`src/hdl/swk_fd_trim_pkg.sv`:
```
package swk_fd_trim_pkg;

  localparam int unsigned CLK_PERIOD_NS = 20;

  localparam logic [6:0] ADDR_PAYLOAD_BYTE_ZERO = 7'h33;
  localparam logic [6:0] ADDR_FD_TOLERANT_CONTROL = 7'h34;
  localparam logic [6:0] ADDR_OSCILLATOR_TRIM_LOW = 7'h38;
  localparam logic [6:0] ADDR_WAKE_OPTIONS_TRIM_HIGH = 7'h39;
  localparam logic [6:0] ADDR_OSCILLATOR_CALIBRATION_HIGH = 7'h3a;

  localparam int unsigned FD_ENABLE_BIT = 0;
  localparam int unsigned DOMINANT_FILTER_TIME_LSB = 1;
  localparam int unsigned DOMINANT_FILTER_TIME_MSB = 3;
  localparam int unsigned FD_BYPASS_BIT = 4;
  localparam int unsigned FD_ERRDIS_BIT = 5;
  localparam int unsigned OPT_TRIM_LSB = 0;
  localparam int unsigned OPT_TRIM_MSB = 4;
  localparam int unsigned OPT_RXSEL_BIT = 7;

  localparam logic [7:0] FD_CONTROL_RESET = 8'h00;
  localparam logic [7:0] PAYLOAD_RESET = 8'h00;
  localparam logic [7:0] CAL_HIGH_RESET = 8'h00;
  localparam logic [7:0] TRIM_LOW_RESET = 8'h00;
  localparam logic [4:0] TRIM_HIGH_RESET = 5'h00;
  localparam logic WAKE_RX_SELECT_RESET = 1'b0;

  localparam logic [1:0] TRIM_UNLOCK_CODE = 2'h3;

  // Dominant filter times in ns for codes 0..7
  localparam int unsigned FILTER_STEP_NS = 50;
  localparam int unsigned FILTER_LONG_NS = 775;
  localparam logic [2:0] FILTER_LONG_CODE = 3'h7;

  typedef struct packed {
    logic write;
    logic read;
    logic [6:0] addr;
    logic [7:0] wdata;
  } reg_req_t;

  typedef struct packed {
    logic error_counter_disable;
    logic receive_analog_filter_bypass;
    logic [2:0] dominant_filter_time;
    logic fd_tolerant_enable;
  } fd_control_t;

  typedef struct packed {
    logic [4:0] coarse;
    logic [2:0] tempco;
    logic [4:0] fine;
  } trim_word_t;

endpackage : swk_fd_trim_pkg

```
`src/hdl/selective_wake_fd_trim_regs.sv`:
```
`timescale 1ns/1ps
module selective_wake_fd_trim_regs
  import swk_fd_trim_pkg::*;
(
  input wire logic sys_clk_i,
  input wire logic reset_i,
  input wire reg_req_t req_i,
  input wire logic [1:0] trim_enable_i,
  input wire logic silence_timeout_i,
  input wire logic [7:0] calibration_high_i,
  output logic [7:0] rd_data_o,
  output fd_control_t fd_control_o,
  output logic error_counter_active_o,
  output logic analog_filter_in_path_o,
  output logic [5:0] dominant_filter_cycles_o,
  output trim_word_t trim_word_o,
  output logic wake_receiver_select_o,
  output logic [7:0] payload_byte_zero_o
);

  // Each filter time rounds up to whole clock cycles
  function automatic logic [5:0] filter_cycles(input logic [2:0] code);
    int unsigned ns;
    ns = (code == FILTER_LONG_CODE) ? FILTER_LONG_NS : (int'(code) + 1) * FILTER_STEP_NS;
    return 6'((ns + CLK_PERIOD_NS - 1) / CLK_PERIOD_NS);
  endfunction : filter_cycles

  fd_control_t fd_r, fd_nxt;
  logic [7:0] trim_low_r, trim_low_nxt;
  logic [4:0] trim_high_r, trim_high_nxt;
  logic rx_sel_r, rx_sel_nxt;
  logic [7:0] cal_high_r, cal_high_nxt;
  logic [7:0] payload_r, payload_nxt;
  logic [7:0] rd_data_r, rd_data_nxt;
  logic [5:0] filt_cyc_r, filt_cyc_nxt;
  logic unlocked;

  assign unlocked = (trim_enable_i == TRIM_UNLOCK_CODE);

  always_comb begin
    fd_nxt = fd_r;
    trim_low_nxt = trim_low_r;
    trim_high_nxt = trim_high_r;
    rx_sel_nxt = rx_sel_r;
    payload_nxt = payload_r;
    cal_high_nxt = calibration_high_i;
    rd_data_nxt = rd_data_r;
    if (req_i.write) begin
      case (req_i.addr)
        ADDR_PAYLOAD_BYTE_ZERO: begin
          payload_nxt = req_i.wdata;
        end
        ADDR_FD_TOLERANT_CONTROL: begin
          fd_nxt.error_counter_disable = req_i.wdata[FD_ERRDIS_BIT];
          fd_nxt.receive_analog_filter_bypass = req_i.wdata[FD_BYPASS_BIT];
          fd_nxt.dominant_filter_time = req_i.wdata[DOMINANT_FILTER_TIME_MSB:DOMINANT_FILTER_TIME_LSB];
          fd_nxt.fd_tolerant_enable = req_i.wdata[FD_ENABLE_BIT];
        end
        ADDR_OSCILLATOR_TRIM_LOW: begin
          if (unlocked) begin
            trim_low_nxt = req_i.wdata;
          end
        end
        ADDR_WAKE_OPTIONS_TRIM_HIGH: begin
          if (unlocked) begin
            trim_high_nxt = req_i.wdata[OPT_TRIM_MSB:OPT_TRIM_LSB];
            rx_sel_nxt = req_i.wdata[OPT_RXSEL_BIT];
          end
        end
        default: begin
        end
      endcase
    end
    // Hardware clear at silence expiry beats a same-cycle software set
    if (silence_timeout_i) begin
      fd_nxt.error_counter_disable = 1'b0;
    end
    if (req_i.read) begin
      case (req_i.addr)
        ADDR_PAYLOAD_BYTE_ZERO: rd_data_nxt = payload_r;
        ADDR_FD_TOLERANT_CONTROL: rd_data_nxt = {2'h0, fd_r};
        ADDR_OSCILLATOR_TRIM_LOW: rd_data_nxt = trim_low_r;
        ADDR_WAKE_OPTIONS_TRIM_HIGH: rd_data_nxt = {rx_sel_r, 2'h0, trim_high_r};
        ADDR_OSCILLATOR_CALIBRATION_HIGH: rd_data_nxt = cal_high_r;
        default: rd_data_nxt = 8'h00;
      endcase
    end
    // Filter time follows the code alone, bypass never touches it
    filt_cyc_nxt = filter_cycles(fd_r.dominant_filter_time);
  end

  always_ff @(posedge sys_clk_i) begin
    if (reset_i) begin
      fd_r <= fd_control_t'(FD_CONTROL_RESET[5:0]);
      trim_low_r <= TRIM_LOW_RESET;
      trim_high_r <= TRIM_HIGH_RESET;
      rx_sel_r <= WAKE_RX_SELECT_RESET;
      cal_high_r <= CAL_HIGH_RESET;
      payload_r <= PAYLOAD_RESET;
      rd_data_r <= 8'h00;
      filt_cyc_r <= 6'h00;
    end else begin
      fd_r <= fd_nxt;
      trim_low_r <= trim_low_nxt;
      trim_high_r <= trim_high_nxt;
      rx_sel_r <= rx_sel_nxt;
      cal_high_r <= cal_high_nxt;
      payload_r <= payload_nxt;
      rd_data_r <= rd_data_nxt;
      filt_cyc_r <= filt_cyc_nxt;
    end
  end

  assign rd_data_o = rd_data_r;
  assign fd_control_o = fd_r;
  assign error_counter_active_o = !(fd_r.error_counter_disable && fd_r.fd_tolerant_enable);
  assign analog_filter_in_path_o = !fd_r.receive_analog_filter_bypass;
  assign dominant_filter_cycles_o = filt_cyc_r;
  assign trim_word_o = {trim_high_r, trim_low_r};
  assign wake_receiver_select_o = rx_sel_r;
  assign payload_byte_zero_o = payload_r;

endmodule : selective_wake_fd_trim_regs

```
`config.mk`:
```
export PLATFORM = sky130hd
export DESIGN_NAME = selective_wake_fd_trim_regs
export DESIGN_NICKNAME = d
export VERILOG_FILES = /design/src/hdl/swk_fd_trim_pkg.sv /design/src/hdl/selective_wake_fd_trim_regs.sv
export SDC_FILE = /design/constraint.sdc
export NUM_CORES = 1
export LEC_CHECK = 0
export BUFFER_PORTS_ARGS = -buffer_cell sky130_fd_sc_hd__buf_2
export CAP_MARGIN = 10
export CORE_UTILIZATION = 55
export DETAILED_ROUTE_END_ITERATION = 10
export MAX_ROUTING_LAYER = met4
export PLACE_DENSITY = 0.89
export SLEW_MARGIN = 5
export SYNTH_ARGS = -nofsm -noshare
export SYNTH_HDL_FRONTEND = slang
export SYNTH_SLANG_ARGS = --single-unit
```
`constraint.sdc`:
```
create_clock -name sys_clk_i -period 5.4 [get_ports sys_clk_i]
set_input_delay 0.54 -clock sys_clk_i [delete_from_list [all_inputs] [get_ports sys_clk_i]]
set_output_delay 0.54 -clock sys_clk_i [all_outputs]
set_load 0.005 [all_outputs]
```
==> run metrics, run 1 <==
Antenna Nets Post-Route=0; area of the die=6262 µm²; total track usage=0.3062; post-synthesis sequential area ratio=0.3059; top_reg_cell synth=dfxtp_1; Critical Path Sink Type=flop; final period utilization=0.9555; non-filler cells, final=539; CTS Root Cell=clkbuf_8; top sig layer=met4; dpl cells=531; static leakage=1.623 nW; mapped cell area=3272 µm²; # Post-CTS Setup Buffers=0; routed length on met2=4451 µm; Bufs on Longest Clock Path=2; area grow syn2layout=15.18%; Critical Path Max Stage Delay=0.65 ns; Finish-stage setup viols=0; internal cell power=0.0005362 W; TritonCTS Buffers=5; Post-Syn Area per Cell=8.079 µm²; final wirelength=9314 µm; die width=79.13 µm; number of synthesized flops with an enable pin=0; Area contributors post-synth=dfxtp_1 31%, a21oi_1 5.7%, nand2_1 5.0%; R2R cell count=17; Detailed Route Iter0 Violations=337; smallest hold slack=0.3931 ns; largest area contributor in the netlist=dfxtp_1; metal3 WL=767 µm; final hold violations=0; detailed placement HPWL=6640 µm; RR Startpoint=fd_control_o[1]$_SDFFE_PP0P_; std cell rows=27; Initial Util=0.5834; DRC violations left=0; Critical Path AT=5.31 ns; nets=507; Worst-Skew Late Latency=0.30 ns; Syn Nets=446; Clock Power Share=0.377; post-cts sizing count=0; Max Cap Viol=0; WP buf/inv=3; hold path startpoint=silence_timeout_i; Worst Hold Class=primary input to flop; Hold Buf Count CTS=0; Core Area=5608 µm²; commonest non-fill, non-tap cell in the layout=buf_2; largest net degree at the start of global routing=51; routed vias/inst=6.371; commonest cells after routing, fill and taps aside=73 x buf_2, 50 x dfxtp_1, 44 x nand2_1; final slew viol count=0; RSZ-0062 raised after global routing=false; clock slew at reported path FFs=0.09 ns; htree depth=2; Synth cell types=75; critical path cell sequence=ha_1 > ha_1 > inv_1 > ha_1 > inv_1 > ha_1 > ha_1 > clkinv_1 > a221oi_1 > nand3_1 > o2111a_1 > a31oi_4 > o22a_2 > o211ai_2 > nor3b_1 > a211oi_1 > a41oi_2; global-route wire length before repair=14,840 µm; Slowest cell on crit path=ha_1; n_diodes=0; Worst Hold Path EP=fd_control_o[5]$_SDFFE_PP0P_; top cell type's share of synthesized area=0.3059; measured slew at the worst slew-check pin=0.9275 ns; Worst path most repeated cell=ha_1; Max IR drop VDD=0.2199 mV; CTS tree=done; Setup CP Type=flop to flop; IO Pins=74; RD Place Congestion=0.9622; Slew Limit Headroom=0.3817; DRT Pass-1 Iters=7; Syn. warnings=0; worst-path maximum fanout=16; WL/cell=17.28 µm; asr flop ratio synth=0; Post-Synthesis Cells=405; combinational power share=0.086; initial antenna violation count=0; Crit Reg-Reg Endpoint=dominant_filter_cycles_o[0]$_SDFF_PP0_; Seq cells post-synth=50; Congestion Overflow GR=0; wl on met1=3817 µm; Hold Crit Depth=2; R2R Setup Slk=0.24 ns; NetSw=0.0001649 W; die height=79.13 µm; vias in the first global route=3,129; Core Util, Final=0.6720; startpoint class of the critical path=flop; delay-heaviest family, CP=adder cells; Total Neg Setup Slack=0 ns; PD cells=186.0 nW/µm²; skew final=0.004262 ns; Max Fclk=193.8 MHz; fin crit period=5.160 ns; Seq pwr share=0.538; Switching Fraction=0.2353; Fillers=473; status=completed; port bufs=73; worst path required time=5.55 ns; share of cells above drive strength 1=0.2334; total number of vias=3,434; Clock Sinks=50
==> worst max-delay path by stage <==
stage / cells after the start / from / slack [ns] / to
floorplan: 18 / fd_control_o[2]$_SDFFE_PP0P_ / 1.30 / dominant_filter_cycles_o[0]$_SDFF_PP0_
global placement: 17 / fd_control_o[1]$_SDFFE_PP0P_ / 0.59 / dominant_filter_cycles_o[0]$_SDFF_PP0_
detailed placement: 17 / fd_control_o[1]$_SDFFE_PP0P_ / 0.45 / dominant_filter_cycles_o[0]$_SDFF_PP0_
CTS: 17 / fd_control_o[1]$_SDFFE_PP0P_ / 0.41 / dominant_filter_cycles_o[0]$_SDFF_PP0_
global route: 17 / fd_control_o[1]$_SDFFE_PP0P_ / 0.02 / dominant_filter_cycles_o[0]$_SDFF_PP0_
finish: 17 / fd_control_o[1]$_SDFFE_PP0P_ / 0.24 / dominant_filter_cycles_o[0]$_SDFF_PP0_
==> metal layers <==
metal,vias to the layer above,GRT usage
li1,1630,-
met1,1574,0.3763
met2,200,0.5000
met3,30,0.05287
met4,0,0.1182
met5,-,-
==> kinds of logic (layout without fill, tap and decap cells) <==
kind of cell / count (synthesis) / in the layout / synth area share
AO/OA/AOI/OAI: 121 / 121 / 0.2845
XOR/XNOR: 10 / 10 / 0.02677
adder cells (fa/ha/maj): 11 / 11 / 0.04206
buffers and inverters: 33 / 95 / 0.04359
flip-flops: 50 / 50 / 0.3059
multiplexers: 18 / 18 / 0.05583
other: 1 / 1 / 0.001146
AND/OR/NAND/NOR: 161 / 161 / 0.2402
==> layout make-up <==
cell class                 count  area (µm²)  share of cell area
sequential                    50        1001              0.2656
clock buffer                   5       68.82             0.01826
tap                           72       90.09             0.02390
clock inverter                 3       45.04             0.01195
timing repair buffer          76       387.9              0.1029
inverter                      11       41.29             0.01096
multi-input combinational    322        2135              0.5664
==> sequential cells by signal, summed over array words and instances (netlist names) <==
name and cells:
wake_receiver_select_o 1, dominant_filter_cycles_o 6, trim_low_r 8, fd_control_o 6, trim_high_r 5, cal_high_r 8
rd_data_o 8, payload_byte_zero_o 8
==> power by group through the flow <==
| stage | logic [W] | registers (W) | clock network (W) |
|---|---|---|---|
| after floorplan | 0.0000348 | 0.000386 | 0 |
| after CTS | 0.0000590 | 0.000377 | 0.000267 |
| after global routing | 0.0000655 | 0.000378 | 0.000278 |
| after detailed placement | 0.0000588 | 0.000386 | 0 |
| after global placement | 0.0000578 | 0.000386 | 0 |
| final | 0.0000600 | 0.000377 | 0.000264 |
==> cell usage after synthesis (all sizes together), types with 8 or more instances <==
cell type	number
and3	8
nand2b	9
ha	11
nor2	44
o21ai	16
nor2b	9
clkbuf	16
nor3	10
nand3	17
xnor2	8
mux2i	16
dfxtp	50
a21oi	37
nand2	45
inv	8
==> stage by stage <==
step / worst slack (ns) / total power [W] / cell area (µm²)
final: 0.2404 / 0.0007011 / 3769
after global routing: 0.02476 / 0.0007214 / 3769
after CTS: 0.4139 / 0.0007031 / 3769
after detailed placement: 0.4455 / 0.0004444 / 3655
after global placement: 0.5906 / 0.0004434 / 3655
after floorplan: 1.304 / 0.0004204 / 3272
Power figures use the tool's default switching activity.
==> inputs of run 2 (changes only) <==
- CORE_UTILIZATION: 55 -> 49
- PLACE_DENSITY: 0.89 -> 0.84
- SKIP_CTS_REPAIR_TIMING: unset -> 1
- clock period: 5.4 -> 4.4 ns (I/O delays scaled with it)
==> run 2 against run 1 <==
Critical path depth up 1. Critical path type unchanged. Highest routed layer unchanged. Clock-buffer cell count up 1. Total power up 16%. Maximum frequency up 22%. Sequential power up 23%.
==> run metrics, run 2 (synthesis results as in run 1) <==
status=completed; Worst-Skew Late Latency=0.30 ns (about the same); Detailed Route Iter0 Violations=269 (-20%); share of cells above drive strength 1=0.2780 (+0.04460); initial antenna violation count=0 (unchanged); Setup CP Type=flop to flop; Slew Limit Headroom=0.4130 (+0.03136); commonest non-fill, non-tap cell in the layout=buf_2; final wirelength=9094 µm (-2.4%); Worst Hold Class=primary input to flop; fin crit period=4.237 ns (-0.9228 ns); final slew viol count=0 (unchanged); Max Fclk=236.0 MHz (+22%); Fillers=563 (+19%); clock slew at reported path FFs=0.09 ns (about the same); Hold Crit Depth=2 (unchanged); skew final=0.005106 ns (+0.0008437 ns); hold path startpoint=silence_timeout_i; post-route setup slack=0.1632 ns (-0.07722 ns); area of the die=7008 µm² (+12%); Clock Sinks=50 (unchanged); startpoint class of the critical path=flop; nets=522 (+3.0%); global-route wire length before repair=14,840 µm (about the same); Core Area=6386 µm² (+14%); htree depth=2 (unchanged); Core Util, Final=0.6129 (-0.05917); PD cells=207.7 nW/µm² (+12%); die width=83.72 µm (+5.8%); final period utilization=0.9629 (+0.007431); worst-path maximum fanout=6 (-10); IO Pins=74 (unchanged); multi-input logic area=2178 µm² (+2.1%); routed vias/inst=6.175 (-3.1%); detailed placement HPWL=6782 µm (+2.1%); Critical Path Sink Type=flop; Antenna Nets Post-Route=0 (unchanged); R2R Setup Slk=0.16 ns (-0.08 ns); Critical Path AT=4.38 ns (-0.93 ns); WL/cell=16.27 µm (-5.9%); CTS Root Cell=clkbuf_8; Crit Reg-Reg Endpoint=dominant_filter_cycles_o[0]$_SDFF_PP0_; area grow syn2layout=19.62%; final hold violations=0 (unchanged); worst slack, placed=0.1961 ns (-0.2494 ns); largest net degree at the start of global routing=51 (unchanged); RR Startpoint=fd_control_o[1]$_SDFFE_PP0P_; Finish-stage setup viols=0 (unchanged); TritonCTS Buffers=5 (unchanged); CTS tree=done; Max IR drop VDD=0.2549 mV (+16%); measured slew at the worst slew-check pin=0.8804 ns (-0.04703 ns); R2R cell count=18 (+1); Max Cap Viol=0 (unchanged); Bufs on Longest Clock Path=2 (unchanged); Initial Util=0.5123 (-0.07110); die height=83.72 µm (+5.8%); total track usage=0.2609 (-0.04525); n_diodes=0 (unchanged); register area=1002 µm² (+0.12%); Congestion Overflow GR=0 (unchanged); worst path required time=4.54 ns (-1.01 ns); Worst Hold Path EP=fd_control_o[5]$_SDFFE_PP0P_; static leakage=1.694 nW (+4.4%); std cell rows=29 (+7.4%); port bufs=73 (unchanged); commonest cells after routing, fill and taps aside=73 x buf_2, 49 x dfxtp_1, 44 x nand2_1; RD Place Congestion=0.9322 (-3.1%); DRC violations left=0 (unchanged); DRT Pass-1 Iters=6 (-1); vias in the first global route=3,067 (-2.0%); total number of vias=3,452 (+0.52%)
[run 2: how the worst max path moves through the flow]
stage                                 startpoint                                     end  depth (start not counted)  slack [ns]
floorplan           fd_control_o[2]$_SDFFE_PP0P_  dominant_filter_cycles_o[0]$_SDFF_PP0_                         18        0.30
global placement    fd_control_o[1]$_SDFFE_PP0P_  dominant_filter_cycles_o[0]$_SDFF_PP0_                         15        0.25
detailed placement  fd_control_o[1]$_SDFFE_PP0P_  dominant_filter_cycles_o[0]$_SDFF_PP0_                         17        0.20
CTS                 fd_control_o[1]$_SDFFE_PP0P_  dominant_filter_cycles_o[0]$_SDFF_PP0_                         17        0.16
global route        fd_control_o[1]$_SDFFE_PP0P_  dominant_filter_cycles_o[0]$_SDFF_PP0_                         17      -0.002
finish              fd_control_o[1]$_SDFFE_PP0P_  dominant_filter_cycles_o[0]$_SDFF_PP0_                         18        0.16
[run 2: per-layer routing]
metal  up-vias  GRT usage  part of all wire
met5         -          -                 0
met4         0    0.05393             0.011
met3        13    0.04154             0.069
met2       158     0.4383              0.51
met1      1628     0.3323              0.41
li1       1653          -                 -
[run 2: layout make-up]
cell class / count / share of cell area
multi-input cells: 322 / 0.5566
flip-flops and latches: 50 / 0.2561
repair buffers: 91 / 0.1279
well taps: 77 / 0.02462
clock buffers: 6 / 0.02110
inverters: 11 / 0.01055
clock inverters: 2 / 0.003197
[run 2: per-stage QoR]
| step | cells | total power (W) | hold WS (ns) | cell area, µm² | TNS (ns) |
|---|---|---|---|---|---|
| 4_1_cts | 555 | 0.0008129 | 0.3086 | 3839 | 0 |
| 5_1_grt | 559 | 0.0008442 | 0.3120 | 3914 | -0.001764 |
| 3_5_place_dp | 547 | 0.0005457 | 0.4642 | 3744 | 0 |
| 6_report | 559 | 0.0008130 | 0.3119 | 3914 | 0 |
| 3_3_place_gp | 547 | 0.0005440 | 0.4553 | 3744 | 0 |
| 2_1_floorplan | 405 | 0.0005160 | 0.4651 | 3272 | 0 |
[run 2: power by group]
part / internal (W) / switching, W
logic: 0.0000308 / 0.0000452
clock network: 0.000127 / 0.000148
registers: 0.000460 / 0.00000298
total: 0.000617 / 0.000196
[run 2: critical path, cell delays in order, from the launching register on]
cell and delay, ns:
dfxtp_2 0.36, ha_1 0.20, ha_1 0.29, inv_1 0.08
ha_1 0.29, inv_1 0.06, ha_2 0.16, ha_2 0.31
buf_4 0.18, or3_4 0.41, and3_4 0.20, o2111a_1 0.28
a31oi_4 0.28, o22a_2 0.25, o211ai_2 0.13, buf_4 0.16
and3_1 0.15, o21ai_1 0.15, a41oi_2 0.12
